===== config.mk =====
export PLATFORM = sky130hd
export DESIGN_NAME = csr_routing
export DESIGN_NICKNAME = d
export VERILOG_FILES = /design/src/rtl/csr_pkg.sv /design/src/rtl/csr_routing.sv
export VERILOG_INCLUDE_DIRS = /design/src /design/src/rtl
export SDC_FILE = /design/constraint.sdc
export NUM_CORES = 1
export LEC_CHECK = 0
export ABC_CLOCK_PERIOD_IN_PS = 3140
export BUFFER_PORTS_ARGS = -buffer_cell sky130_fd_sc_hd__buf_2
export CORE_ASPECT_RATIO = 0.6
export CORE_UTILIZATION = 55
export CTS_CLUSTER_SIZE = 8
export DETAILED_ROUTE_END_ITERATION = 8
export PLACE_DENSITY = 0.79
export SLEW_MARGIN = 10
export SYNTH_ARGS = -nofsm -noshare
export SYNTH_HDL_FRONTEND = slang
export SYNTH_SLANG_ARGS = --single-unit

===== constraint.sdc =====
create_clock -name clk -period 3.14 [get_ports clk]
set_clock_uncertainty 0.2 [all_clocks]
set_input_delay 0.157 -clock clk [delete_from_list [all_inputs] [get_ports clk]]
set_output_delay 0.157 -clock clk [all_outputs]
set_load 0.02 [all_outputs]

===== src/rtl/csr_params.svh =====
// Constants for the control signal routing block
// Operation
// - Each signal from any input, Low or High
// - Each routed signal individually invertible
// - Slot setting decides inputs three to seven
// - Slot mismatch raises error indication
// - Digital inputs readable by host as masked by slot setting
// - Pulse mode toggles standby latch per rising edge
// - Serial depth 2-5 ORs host signals in
// - Computer operation gates serial signals
// - Host toggles local latch at depth 2-5
// - Standby OR at depth 2/4, AND at 3/5
// - Serial depth picks setpoint and tracking source
// - Types 5/6 lock serial when not computer
// - Static mode; lamp lit when standby low
// - Active-low ready and operation messages
// - Acknowledge mode sets local latch on recovery
// - Key lock 0/2 fixes internal or external
// - Manual is key latch OR external manual
// - Manual key modes 1/2 block front switching
// - Levels at 0-2, edge toggles at 3/4
// - Mode 4 releases serial manual gating
// - External manual freezes automatic output
// - Lock signals block configuration and panel
`ifndef CSR_PARAMS_SVH
`define CSR_PARAMS_SVH
// ----------------------------------------------------------------
// Register map
// ----------------------------------------------------------------
`define CSR_A_CFG0 4'h0
`define CSR_A_CFG1 4'h1
`define CSR_A_POL 4'h2
`define CSR_A_SER 4'h3
`define CSR_A_STAT 4'h4
`define CSR_A_DIN 4'h5
`define CSR_A_KEY 4'h6
// ----------------------------------------------------------------
// Selector codes and field positions
// ----------------------------------------------------------------
`define CSR_SEL_LOW 4'h0
`define CSR_SEL_HIGH 4'h8
`define CSR_NSIG 8
`define CSR_NDI 7
`define CSR_SIG_CB 0
`define CSR_SIG_HE 1
`define CSR_SIG_P 2
`define CSR_SIG_LS 3
`define CSR_SIG_LPS 4
`define CSR_SIG_LB 5
`define CSR_SIG_PU 6
`define CSR_SIG_TSH 7
`define CSR_KL_INT 2'h0
`define CSR_KL_FREE 2'h1
`define CSR_KL_EXT 2'h2
`define CSR_MK_AUTO 3'h1
`define CSR_MK_MAN 3'h2
`define CSR_MK_EDGE 3'h3
`define CSR_MK_EDGE_FREE 3'h4
`endif


===== src/rtl/csr_pkg.sv =====
// Types for the control signal routing block
package csr_pkg;
  typedef struct packed {
    logic [6:0] din;
    logic key_local;
    logic key_manual;
    logic [1:0] slot_fitted;
    logic [2:0] ctrl_type;
  } csr_field_t;
  typedef struct packed {
    logic standby_request;
    logic computer_operation;
    logic computer_ready_msg_n;
    logic computer_operation_msg_n;
    logic standby_lamp;
    logic internal_lamp;
    logic manual_mode;
    logic output_freeze;
    logic p_operation;
    logic setpoint_program_select;
    logic setpoint_change_hold;
    logic lock_structuring;
    logic lock_param_and_struct;
    logic lock_front_panel;
    logic setpoint_from_serial;
    logic tracking_from_serial;
    logic serial_locked;
    logic slot_error;
  } csr_ctl_t;
  typedef struct packed {
    logic [1:0] din_s1;
    logic [6:0] di_m;
    logic [6:0] di_s;
    logic [6:0] di_d;
    logic [1:0] kl_m;
    logic [1:0] kl_s;
    logic [1:0] kl_d;
    logic [1:0] slot_m;
    logic [1:0] slot_s;
    logic [2:0] type_m;
    logic [2:0] type_s;
    logic [31:0] sel;
    logic [7:0] pol;
    logic [1:0] slot_sel;
    logic stby_mode;
    logic [1:0] key_lock;
    logic [2:0] man_mode;
    logic [2:0] ser_depth;
    logic [7:0] ser;
    logic ser_int_t;
    logic ser_int_d;
    logic cb_pulse;
    logic cb_d;
    logic he_d;
    logic he_tgl;
    logic local_l;
    logic man_l;
    logic strap_done;
    logic ack;
    logic [31:0] dat;
    csr_ctl_t ctl;
  } csr_state_t;
endpackage


===== src/rtl/csr_routing.sv =====
// Control signal routing with Wishbone configuration port
`timescale 1ns/10ps
`include "csr_params.svh"
module csr_routing (
  input wire logic clk,
  input wire logic rst_n,
  input wire logic wb_cyc_i,
  input wire logic wb_stb_i,
  input wire logic wb_we_i,
  input wire logic [5:0] wb_adr_i,
  input wire logic [3:0] wb_sel_i,
  input wire logic [31:0] wb_dat_i,
  output logic [31:0] wb_dat_o,
  output logic wb_ack_o,
  input csr_pkg::csr_field_t field_i,
  output csr_pkg::csr_ctl_t ctl_o
);
  import csr_pkg::*;

  csr_state_t s_r, s_nxt;

  // ----------------------------------------------------------------
  // Helpers
  // ----------------------------------------------------------------
  function automatic logic pick(input logic [3:0] code, input logic [6:0] di);
    logic r;
    r = 1'b0;
    if (code == `CSR_SEL_HIGH) begin
      r = 1'b1;
    end else if (code != `CSR_SEL_LOW && code < `CSR_SEL_HIGH) begin
      r = di[code[2:0] - 3'h1];
    end
    return r;
  endfunction

  function automatic logic [1:0] rise(input logic [1:0] now, input logic [1:0] was);
    return now & ~was;
  endfunction

  logic [6:0] di_av;
  logic [7:0] sig_di;
  logic [7:0] sig_eff;
  logic cb_di;
  logic cb;
  logic rc;
  logic ser_on;
  logic he_ser;
  logic he_lvl;
  logic he_edge;
  logic key_loc_edge;
  logic key_man_edge;
  logic int_edge;
  logic wr;
  logic [3:0] ra;

  always_comb begin
    s_nxt = s_r;
    // ----------------------------------------------------------------
    // Input synchronisers
    // ----------------------------------------------------------------
    s_nxt.di_m = field_i.din;
    s_nxt.di_s = s_r.di_m;
    s_nxt.di_d = s_r.di_s;
    s_nxt.kl_m = {field_i.key_local, field_i.key_manual};
    s_nxt.kl_s = s_r.kl_m;
    s_nxt.kl_d = s_r.kl_s;
    s_nxt.slot_m = field_i.slot_fitted;
    s_nxt.slot_s = s_r.slot_m;
    s_nxt.type_m = field_i.ctrl_type;
    s_nxt.type_s = s_r.type_m;
    s_nxt.din_s1 = 2'h0;
    // ----------------------------------------------------------------
    // Input availability and selection
    // ----------------------------------------------------------------
    di_av = s_r.di_s;
    if (s_r.slot_sel == 2'h0) begin
      di_av[6:2] = 5'h00;
    end else if (s_r.slot_sel == 2'h1) begin
      di_av[6:4] = 3'h0;
    end
    for (int i = 0; i < `CSR_NSIG; i++) begin
      sig_di[i] = pick(s_r.sel[i*4 +: 4], di_av) ^ s_r.pol[i];
    end
    // Standby pulse latch
    // Latch idles low in static mode
    s_nxt.cb_d = sig_di[`CSR_SIG_CB];
    if (!s_r.stby_mode) begin
      s_nxt.cb_pulse = 1'b0;
    end else if (sig_di[`CSR_SIG_CB] && !s_r.cb_d) begin
      s_nxt.cb_pulse = ~s_r.cb_pulse;
    end
    cb_di = s_r.stby_mode ? s_r.cb_pulse : sig_di[`CSR_SIG_CB];
    // ----------------------------------------------------------------
    // Serial combining
    // ----------------------------------------------------------------
    ser_on = s_r.ser_depth == 3'h2 || s_r.ser_depth == 3'h3 ||
             s_r.ser_depth == 3'h4 || s_r.ser_depth == 3'h5;
    cb = cb_di;
    if (s_r.ser_depth == 3'h2 || s_r.ser_depth == 3'h4) begin
      cb = cb_di | s_r.ser[`CSR_SIG_CB];
    end else if (s_r.ser_depth == 3'h3 || s_r.ser_depth == 3'h5) begin
      cb = cb_di & s_r.ser[`CSR_SIG_CB];
    end
    rc = ~s_r.local_l & cb;
    for (int i = 0; i < `CSR_NSIG; i++) begin
      sig_eff[i] = sig_di[i] | (ser_on & rc & s_r.ser[i]);
    end
    he_ser = ser_on & s_r.ser[`CSR_SIG_HE] & (rc | s_r.man_mode == `CSR_MK_EDGE_FREE);
    he_lvl = sig_di[`CSR_SIG_HE] | he_ser;
    sig_eff[`CSR_SIG_CB] = cb;
    // ----------------------------------------------------------------
    // Local/remote latch
    // ----------------------------------------------------------------
    key_loc_edge = rise(s_r.kl_s, s_r.kl_d) != 2'h0 && s_r.kl_s[1] && !s_r.kl_d[1];
    key_man_edge = s_r.kl_s[0] && !s_r.kl_d[0];
    s_nxt.ser_int_d = s_r.ser_int_t;
    int_edge = ser_on && (s_r.ser_int_t != s_r.ser_int_d);
    s_nxt.ctl.standby_request = cb;
    // Fixed key lock wins over acknowledge
    if (s_r.key_lock == `CSR_KL_INT) begin
      s_nxt.local_l = 1'b1;
    end else if (s_r.key_lock == `CSR_KL_EXT) begin
      s_nxt.local_l = 1'b0;
    end else if (s_r.stby_mode && cb && !s_r.ctl.standby_request) begin
      s_nxt.local_l = 1'b1;
    end else if (key_loc_edge ^ int_edge) begin
      s_nxt.local_l = ~s_r.local_l;
    end
    // ----------------------------------------------------------------
    // Manual/automatic
    // ----------------------------------------------------------------
    s_nxt.he_d = he_lvl;
    he_edge = he_lvl && !s_r.he_d;
    if (s_r.man_mode == `CSR_MK_AUTO) begin
      s_nxt.man_l = 1'b0;
    end else if (s_r.man_mode == `CSR_MK_MAN) begin
      s_nxt.man_l = 1'b1;
    end else if (key_man_edge) begin
      s_nxt.man_l = ~s_r.man_l;
    end
    if (s_r.man_mode >= `CSR_MK_EDGE && he_edge) begin
      s_nxt.he_tgl = ~s_r.he_tgl;
    end
    // ----------------------------------------------------------------
    // Outputs
    // ----------------------------------------------------------------
    s_nxt.ctl.computer_operation = rc;
    s_nxt.ctl.computer_ready_msg_n = s_r.local_l;
    s_nxt.ctl.computer_operation_msg_n = ~rc;
    s_nxt.ctl.standby_lamp = ~cb;
    s_nxt.ctl.internal_lamp = s_r.local_l;
    s_nxt.ctl.manual_mode = s_r.man_l |
      (s_r.man_mode >= `CSR_MK_EDGE ? s_r.he_tgl : he_lvl);
    s_nxt.ctl.output_freeze = s_r.man_mode >= `CSR_MK_EDGE ? s_r.he_tgl : he_lvl;
    s_nxt.ctl.p_operation = sig_eff[`CSR_SIG_P];
    s_nxt.ctl.setpoint_program_select = sig_eff[`CSR_SIG_PU];
    s_nxt.ctl.setpoint_change_hold = sig_eff[`CSR_SIG_TSH];
    s_nxt.ctl.lock_structuring = sig_eff[`CSR_SIG_LS];
    s_nxt.ctl.lock_param_and_struct = sig_eff[`CSR_SIG_LPS];
    s_nxt.ctl.lock_front_panel = sig_eff[`CSR_SIG_LB];
    s_nxt.ctl.setpoint_from_serial = s_r.ser_depth == 3'h2 || s_r.ser_depth == 3'h3;
    s_nxt.ctl.tracking_from_serial = s_r.ser_depth == 3'h2 || s_r.ser_depth == 3'h3;
    s_nxt.ctl.serial_locked = (s_r.type_s == 3'h5 || s_r.type_s == 3'h6) &&
                              (s_r.local_l || !cb);
    s_nxt.ctl.slot_error = s_r.slot_s != s_r.slot_sel;
    // ----------------------------------------------------------------
    // Wishbone slave
    // ----------------------------------------------------------------
    ra = wb_adr_i[5:2];
    wr = wb_cyc_i && wb_stb_i && wb_we_i && !s_r.ack && wb_sel_i == 4'hf;
    s_nxt.ack = wb_cyc_i && wb_stb_i && !s_r.ack;
    s_nxt.dat = 32'h0;
    unique case (ra)
      `CSR_A_CFG0: s_nxt.dat = s_r.sel;
      `CSR_A_CFG1: s_nxt.dat = {16'h0, 1'b0, s_r.ser_depth, 1'b0, s_r.man_mode,
                                s_r.key_lock, s_r.slot_sel, 3'h0, s_r.stby_mode};
      `CSR_A_POL: s_nxt.dat = {24'h0, s_r.pol};
      `CSR_A_SER: s_nxt.dat = {23'h0, s_r.ser_int_t, s_r.ser};
      `CSR_A_STAT: s_nxt.dat = {14'h0, s_r.ctl};
      `CSR_A_DIN: s_nxt.dat = {25'h0, di_av};
      `CSR_A_KEY: s_nxt.dat = {28'h0, s_r.local_l, s_r.man_l, s_r.cb_pulse, s_r.he_tgl};
      default: s_nxt.dat = 32'h0;
    endcase
    if (wr) begin
      unique case (ra)
        `CSR_A_CFG0: s_nxt.sel = wb_dat_i;
        `CSR_A_CFG1: begin
          s_nxt.stby_mode = wb_dat_i[0];
          s_nxt.slot_sel = wb_dat_i[5:4];
          s_nxt.key_lock = wb_dat_i[7:6];
          s_nxt.man_mode = wb_dat_i[10:8];
          s_nxt.ser_depth = wb_dat_i[14:12];
        end
        `CSR_A_POL: s_nxt.pol = wb_dat_i[7:0];
        `CSR_A_SER: begin
          s_nxt.ser = wb_dat_i[7:0];
          if (wb_dat_i[8]) begin
            s_nxt.ser_int_t = ~s_r.ser_int_t;
          end
        end
        default: ;
      endcase
    end
    if (!rst_n) begin
      s_nxt = '0;
      s_nxt.sel = {28'h0, `CSR_SEL_HIGH};
      s_nxt.local_l = 1'b1;
      s_nxt.ctl.computer_ready_msg_n = 1'b1;
      s_nxt.ctl.computer_operation_msg_n = 1'b1;
      s_nxt.ctl.internal_lamp = 1'b1;
      s_nxt.ctl.standby_lamp = 1'b1;
    end
  end

  always_ff @(posedge clk) begin
    s_r <= s_nxt;
  end

  assign wb_dat_o = s_r.dat;
  assign wb_ack_o = s_r.ack;
  assign ctl_o = s_r.ctl;
endmodule


==> results.toml, run 1 <==
[synthesis]
syn_nets = 878
yosysMostFrequentCell = "dfxtp_1"
synth_top_area_share_pct = 42.5
synth_commonest_cells = "dfxtp_1 (146), nand2_1 (107), a21oi_1 (64)"
syn-cell-area_um2 = 6880
ys.warnings.count = 0
synthArstFlopShare_pct = 0
synth_cells = 800
synth-main-ff-cell = "dfxtp_1"
synth_seq_area_share_pct = 42.5
ys_seq_elements = 146
synth-edff-count = 0
postSynthAreaPerCell_um2 = 8.60
yosys-top-cells-area = "dfxtp_1 (42%), mux2i_1 (6.7%), nand2_1 (5.8%), buf_4 (5.5%), a21oi_1 (4.7%)"
ys_types = 53
synth_area_leader_cell = "dfxtp_1"

[floorplan]
fp.dieH_um = 88.6
core_um2 = 12100
rows = 31
die_x_um = 146
die_area_um2 = 13000
start_util_pct = 56.7
io_pins = 112

[clock_tree]
numCtsBuffers = 17
cts_root_buf = "clkbuf_16"
clockBufferDepth = 2
h-tree-depth = 4
clk_pin_slew_ps = 60
clk_latency_ps = 430
numClockSinks = 146
cts_tree = "built"

[worst_setup_path]
start_kind = "flop"
cp_slowest_cell = "dfxtp_1"
cp.arrival_ps = 3140
slowest_delay_ps = 480
critical_path_class = "reg2reg"
end_kind = "flop"
crit_chain = "inv_1, ha_1, and4b_1, a311o_1, a31oi_2, xor2_2, o31ai_4, buf_4, nand3b_1, a21oi_1"
cp_data_required_time_ps = 3290
cp_max_fo = 7

[routing]
first_pass_iters = 8
vias = 6008
wl_mm = 18.3
drtAntennaViolNets = 0
wl_per_cell_um = 17.1
dr.first_iter.drc_count = 576
detail_route.vias_per_cell = 5.60
drc_errors = 0

[placed_design]
place_congestion = 0.924
place_area_um2 = 7190
dp_hpwl_mm = 12.3
port_buffers = 109

[power]
ir_worst_vdd_v = 0.000395
p_leak_nw = 3.49
cellPowerDensity_nw_per_um2 = 503

[grt]
antenna_found_initial = 1
grt_max_degree = 40
grt_pass1_vias = 5442
grt-ovfl-total = 0
track_usage_pct = 29.0
grt_pass1_wl_mm = 28.3

[min_path]
min_path_type = "in2reg"

[cells_and_area]
nNetsFinal = 973
antenna_cells = 0
drive_above_1_share_pct = 19.1
syn2layout_area_growth_pct = 20.3
final_area_um2 = 8280

[timing]
fin_crit_sh_pct = 95.4
period_minus_slack_ps = 3000
max_freq_mhz = 334
grt_setup_unrepaired = "false"
setup_viol = 0
setup_tns_ps = 0
maxSlewViolCount = 0
hold_violations = 0
tightest_slew_ps = 937
slew_headroom_pct = 37.3

[flow_run]
max_cap_violations = 0

[run_status]
status = "completed"
==> stage by stage <==
step	power (mW)	utilization (%)	setup slack, ps	hold WS [ps]	instances
finish	4.16	68.2	145	39.7	1072
detailed placement	2.09	59.2	256	166	991
CTS	4.16	68.2	170	22.1	1072
global route	4.27	68.2	28.9	53.1	1072
global placement	2.09	59.2	311	164	991
floorplan	2.02	-	476	81.0	800
==> final timing paths <==
kind,startpoint,endpoint,slack [ps],cells past startpoint
max,s_r[87]$_SDFFE_PN0P_,ctl_o[9]$_SDFF_PN0_,140,10
min,wb_adr_i[3],wb_dat_o[3]$_SDFF_PN0_,40,3
max reg2reg,s_r[87]$_SDFFE_PN0P_,ctl_o[9]$_SDFF_PN0_,140,10
min reg2reg,s_r[155]$_SDFF_PN0_,s_r[148]$_SDFF_PN0_,230,1
==> flip-flops by register name, summed over array words and instances (netlist names) <==
signal,flops
ctl_o,16
wb_ack_o,1
di_av,2
s_r,95
wb_dat_o,32
==> layout make-up <==
cell class                 count  area, µm²
inverter                      37        139
clock buffer                  18        429
multi-input combinational    521       3260
clock inverter                13        161
timing repair buffer         172       1160
sequential                   146       2920
tap                          165        206
fill                         950       3860
==> cells in the final DEF (no fill, tap or decap), types with 4 or more instances in the layout <==
| master | instances |
|---|---|
| a21oi_1 | 64 |
| a222oi_1 | 8 |
| a22oi_1 | 13 |
| a31oi_1 | 7 |
| a32oi_1 | 6 |
| and2_1 | 45 |
| and3_1 | 21 |
| buf_2 | 109 |
| buf_4 | 12 |
| clkbuf_16 | 17 |
| clkinv_2 | 4 |
| dfxtp_1 | 146 |
| dlygate4sd3_1 | 50 |
| ha_1 | 17 |
| inv_1 | 36 |
| mux2_2 | 9 |
| mux2i_1 | 46 |
| nand2_1 | 107 |
| nand2b_1 | 7 |
| nand3_1 | 27 |
| nand3b_1 | 9 |
| nor2_1 | 50 |
| nor3_1 | 13 |
| o21ai_0 | 19 |
| o31ai_1 | 6 |
| xnor2_1 | 14 |
==> worst max-delay path, delay by kind of cell (launching register included) <==
family,cells,cell delay (ps)
adder cells (fa/ha/maj),1,350
XOR/XNOR,1,150
AND/OR/NAND/NOR,2,300
AO/OA/AOI/OAI,4,1100
buffers and inverters,2,350
flip-flops,1,480
==> layer usage <==
layer / routed length, µm / global-route usage, % / vias to the layer above
li1: - / - / 2850
met1: 8310 / 39.4 / 2808
met2: 7510 / 44.2 / 314
met3: 2150 / 8.20 / 34
met4: 299 / 10.8 / 2
met5: 12 / 0 / -
==> kinds of logic (layout without fill, tap and decap cells) <==
logic type / count (synthesis) / in the layout / synth area share (%)
buffers and inverters: 133 / 240 / 10.2
AND/OR/NAND/NOR: 292 / 292 / 20.6
AO/OA/AOI/OAI: 138 / 138 / 12.9
multiplexers: 56 / 56 / 8.38
flip-flops: 146 / 146 / 42.5
adder cells (fa/ha/maj): 17 / 17 / 3.09
XOR/XNOR: 18 / 18 / 2.40
==> power breakdown <==
part           leakage (nW)  internal, mW  total [mW]  switching (mW)
combinational          2.01         0.102       0.204           0.102
sequential             1.18          1.88        1.90          0.0217
clock                 0.290          1.25        2.06           0.814
total                  3.49          3.22        4.16           0.937
==> timing repair <==
action	4_1_cts	5_1_grt
resized for setup	0	0
endpoints found under the hold margin	90	0
hold buffers	50	0
buffers inserted	0	0
No activity file was read; power rests on OpenSTA's default activity.
==> run 2: changes to the inputs <==
- CORE_ASPECT_RATIO: 0.6 -> 0.75
==> run 2 against run 1 <==
  * Cell count rose by 0.19%
  * Critical path type unchanged
  * Maximum frequency rose by 3.1%
  * Utilization rose by 1.6 points
  * Sequential cell count did not move
  * Register-to-register slack improved by 90 ps
  * Clock power fell by 3%
==> results.toml, run 2 (same netlist as run 1, synthesis figures left out) <==
[worst_setup_path]
crit_chain = "inv_1, ha_1, and4b_1, a311o_1, a31oi_2, xor2_2, o31ai_4, buf_4, o2bb2ai_2, mux2i_1"
critical_path_class = "reg2reg"
crit_end = "s_r[54]$_SDFFE_PN0P_"
start_kind = "flop"
r2r-start = "s_r[87]$_SDFFE_PN0P_"
slowest_delay_ps = 490
cp.depth = 10
path_buf_inv = 2
r2r_slack_ps = 230
cp.arrival_ps = 3050
cp_max_fo = 7
critPathLaunch = "s_r[87]$_SDFFE_PN0P_"
worstRegToRegCells = 10
end_kind = "flop"
cp_data_required_time_ps = 3290
critical_path.top_delay_family = "compound AO/OA/AOI/OAI gates"
cp_slowest_cell = "dfxtp_1"
r2r-end = "s_r[54]$_SDFFE_PN0P_"

[timing]
slew_headroom_pct = 31.0
max_freq_mhz = 344
setup_viol = 0
tightest_slew_ps = 1040
setup_tns_ps = 0
period_minus_slack_ps = 2910
grt_setup_unrepaired = "false"
hold_violations = 0
fin_crit_sh_pct = 92.6
maxSlewViolCount = 0

[grt]
antenna_found_initial = 1
use_met2_pct = 44.5
grt_pass1_vias = 5498
grt_pass1_wl_mm = 28.4
grt-ovfl-total = 0
grtUsageMet3_pct = 6.17
grt_max_degree = 57
grt_most_used_layer = "met2"
grtUsageMet1_pct = 38.8
track_usage_pct = 28.2

[power]
cellPowerDensity_nw_per_um2 = 495
p_seq_share_pct = 46.3
p_sw_share_pct = 22.2
p_sw_mw = 0.908
internal_power_mw = 3.19
clockPowerShare_pct = 48.7
p_leak_nw = 3.49
ir_worst_vdd_v = 0.000391
power_frac_comb_pct = 4.9

[cells_and_area]
fillers = 917
nNetsFinal = 976
syn2layout_area_growth_pct = 20.4
largest-register = "s_r"
mostFrequentLayoutCells = "dfxtp_1 (146), buf_2 (109), nand2_1 (107)"
final_area_um2 = 8280
largest_reg_flops = 95
drive_above_1_share_pct = 19.5
final_common_cell = "dfxtp_1"

[clock_tree]
numClockSinks = 146
cts_resized = 0
cts_root_buf = "clkbuf_16"
numCtsBuffers = 17
clk_pin_slew_ps = 60
h-tree-depth = 4
cts_tree = "built"
clockBufferDepth = 2
clk_latency_ps = 420

[flow_run]
max_cap_violations = 0

[placed_design]
place_area_um2 = 7200
port_buffers = 109
place_congestion = 0.899
dp_hpwl_mm = 11.8

[routing]
drc_errors = 0
dr.first_iter.drc_count = 622
first_pass_iters = 6
detail_route.vias_per_cell = 5.56
drtAntennaViolNets = 0
vias = 5967
wl_mm = 17.8
wl_per_cell_um = 16.5

[floorplan]
start_util_pct = 58.0
fp.dieH_um = 98.9
die_x_um = 131
die_area_um2 = 13000
rows = 34
core_um2 = 11900
io_pins = 112

[min_path]
min_path_type = "in2reg"

[run_status]
status = "completed"
==> run 2: changes by cell type in the layout (fill, tap and decap cells not counted) <==
| cell | delta |
|---|---|
| buf_4 | +5 |
| dlygate4sd3_1 | -1 |
| diode_2 | +1 |
| clkinvlp_4 | +3 |
| clkinv_4 | -2 |
| bufinv_16 | -1 |
| clkbuf_8 | +2 |
| buf_12 | -1 |
| clkinv_2 | -1 |
==> run 2: worst min-delay path by stage <==
stage           startpoint                endpoint  cells past startpoint
3_3_place_gp    field_i[0]     s_r[122]$_SDFF_PN0_                      2
2_1_floorplan  wb_dat_i[3]    s_r[90]$_SDFFE_PN1P_                      2
5_1_grt        wb_adr_i[3]  wb_dat_o[3]$_SDFF_PN0_                      3
6_report       wb_adr_i[3]  wb_dat_o[3]$_SDFF_PN0_                      3
4_1_cts        wb_adr_i[3]  wb_dat_o[3]$_SDFF_PN0_                      3
3_5_place_dp   field_i[11]     s_r[153]$_SDFF_PN0_                      2
==> run 2: per-layer routing <==
metal  vias up  wire, µm  part of all wire [%]
met5         -         0                     0
met4         0       176                  0.99
met3        17      1830                    10
met2       317      7750                    44
met1      2772      8010                    45
li1       2861         -                     -
==> run 2: layout make-up <==
class | instances | area (µm²) | area share (%)
Sequential cell | 146 | 2920 | 35.3
Timing Repair Buffer | 175 | 1160 | 14.1
Antenna cell | 1 | 2.50 | 0.0302
Inverter | 37 | 139 | 1.68
Clock inverter | 12 | 131 | 1.59
Multi-Input combinational cell | 521 | 3260 | 39.4
Clock buffer | 20 | 457 | 5.51
Tap cell | 162 | 203 | 2.45
==> run 2: through the flow <==
step | hold slack, ps | power, mW | cells | util [%] | worst slack (ps)
floorplan | 81.0 | 2.02 | 800 | - | 476
global placement | 162 | 2.09 | 992 | 60.7 | 319
detailed placement | 165 | 2.09 | 992 | 60.7 | 279
CTS | 21.1 | 4.11 | 1073 | 69.8 | 255
global route | 63.3 | 4.21 | 1073 | 69.8 | 83.6
finish | 51.5 | 4.10 | 1074 | 69.8 | 233
==> run 2: repair_timing <==
action / 4_1_cts / 5_1_grt
hold buffers: 49 / 0
buffers inserted: 0 / 0
hold endpoints to repair: 77 / 0
setup endpoints to repair: 0 / 0
==> run 2: power groups by stage <==
stage / clock, mW / combinational [mW] / sequential (mW)
after floorplan: 0 / 0.0934 / 1.92
after global placement: 0 / 0.150 / 1.94
after detailed placement: 0 / 0.152 / 1.94
after CTS: 2.01 / 0.199 / 1.90
after global routing: 2.09 / 0.220 / 1.90
final: 2.00 / 0.202 / 1.90
==> run 2: worst min-delay path, stage by stage <==
cell	delay, ps
buf_2	230
nand3_1	120
a21oi_1	90
==> run 3: changes to the inputs <==
- CORE_UTILIZATION: 55 -> 57
- PLACE_DENSITY: 0.79 -> 0.81
==> run 3 against run 2 <==
  * Global-route usage increased by 1.1 points
  * Clock power about the same
  * Register-to-register slack improved by 140 ps
  * Die area decreased by 3.4%
  * Power decreased by 0.32%
  * Final area increased by 0.57%
  * Via count increased by 0.30%
==> results.toml, run 3 (same netlist as run 1, synthesis figures left out) <==
[run_status]
status = "completed"

[cells_and_area]
fillers = 899
largest_reg_flops = 95
largest-register = "s_r"
final_area_um2 = 8330
final_common_cell = "dfxtp_1"
utilization_pct = 71.5
nNetsFinal = 981
layout.cells.non_filler = 1079
mostFrequentLayoutCells = "dfxtp_1 (146), buf_2 (109), nand2_1 (107)"
syn2layout_area_growth_pct = 21.1
drive_above_1_share_pct = 19.6

[clock_tree]
numClockSinks = 146
cts_root_buf = "clkbuf_16"
h-tree-depth = 4
cts_tree = "built"
post_cts_buffers = 0
clockBufferDepth = 2
clk_latency_ps = 420
numCtsBuffers = 17
clk_pin_slew_ps = 60

[grt]
antenna_found_initial = 2
grt-ovfl-total = 0
grt_pass1_vias = 5452
grt_pass1_wl_mm = 28.1
grt_max_degree = 47
track_usage_pct = 29.3

[power]
ir_worst_vdd_v = 0.000435
p_sw_share_pct = 21.4
internal_power_mw = 3.21
cellPowerDensity_nw_per_um2 = 490
p_leak_nw = 3.52
p_seq_share_pct = 46.5
power_frac_comb_pct = 5.0
p_sw_mw = 0.875
clockPowerShare_pct = 48.5

[placed_design]
place_congestion = 0.876
dp_hpwl_mm = 11.9
dp.cells = 996
port_buffers = 109
place_area_um2 = 7240

[timing]
period_minus_slack_ps = 2760
setup_viol = 0
fin_crit_sh_pct = 88.0
hold_violations = 0
max_freq_mhz = 362
maxSlewViolCount = 0
tightest_slew_ps = 759
slew_headroom_pct = 49.3
grt_setup_unrepaired = "false"
setup_tns_ps = 0

[worst_setup_path]
end_kind = "flop"
critical_path_class = "reg2reg"
cp_max_fo = 4
cp_data_required_time_ps = 3220
cp.arrival_ps = 2840
start_kind = "flop"

[routing]
wl_mm = 17.8
dr.first_iter.drc_count = 643
vias = 5985
drtAntennaViolNets = 0
wl_per_cell_um = 16.5
detail_route.vias_per_cell = 5.55
drc_errors = 0
first_pass_iters = 8

[min_path]
min_path_type = "in2reg"

[floorplan]
fp.dieH_um = 97.1
io_pins = 112
die_x_um = 129
start_util_pct = 59.0
core_um2 = 11700
die_area_um2 = 12500
rows = 34

[flow_run]
max_cap_violations = 0
## run 3: layout make-up
cell class,instances,area [µm²],share of cell area [%]
antenna,2,5.00,0.0601
clock buffer,23,478,5.74
clock inverter,8,103,1.23
inverter,37,139,1.67
multi-input combinational,521,3260,39.2
sequential,146,2920,35.1
tap,162,203,2.43
timing repair buffer,180,1220,14.6
## run 3: power by group through the flow
| stage | Combinational, mW | Clock (mW) | Sequential, mW |
|---|---|---|---|
| 3_3_place_gp | 0.153 | 0 | 1.94 |
| 3_5_place_dp | 0.155 | 0 | 1.94 |
| 2_1_floorplan | 0.0934 | 0 | 1.92 |
| 4_1_cts | 0.202 | 1.99 | 1.90 |
| 6_report | 0.206 | 1.98 | 1.90 |
| 5_1_grt | 0.225 | 2.07 | 1.90 |
## run 3: path summary, 6_finish.rpt
kind,depth (start not counted),from,to,slack (ps)
worst max register to register,9,s_r[91]$_SDFFE_PN0P_,ctl_o[11]$_SDFF_PN0_,380
worst max-delay path,9,s_r[91]$_SDFFE_PN0P_,ctl_o[11]$_SDFF_PN0_,380
worst min register to register,1,s_r[134]$_SDFF_PN0_,s_r[132]$_SDFF_PN0_,230
worst min-delay path,3,wb_adr_i[3],wb_dat_o[3]$_SDFF_PN0_,70
## run 3: timing repair
| action | CTS | global route |
|---|---|---|
| endpoints found under the hold margin | 76 | 0 |
| resized for setup | 0 | 0 |
| hold buffers | 50 | 0 |
## run 3: stage by stage
step	setup slack, ps	hold WS (ps)	power, mW
floorplan	476	81.0	2.02
detailed placement	467	165	2.09
finish	377	67.9	4.08
global placement	514	161	2.09
global route	228	57.8	4.19
CTS	414	34.4	4.09
## run 3: metal layers
metal	global-route usage [%]	vias to the layer above	part of all wire [%]
met4	10.4	0	2.1
met2	44.1	316	44
met1	40.8	2767	44
met5	0	-	0
li1	-	2873	-
met3	7.10	29	11
## run 3: critical path, stage by stage, from the launching register on
cell	delay, ps
dfxtp_1	390
inv_1	110
ha_1	360
mux2i_1	200
mux2_2	170
nor4b_1	50
nor3_1	440
mux2i_1	350
a21boi_2	260
a311oi_1	110
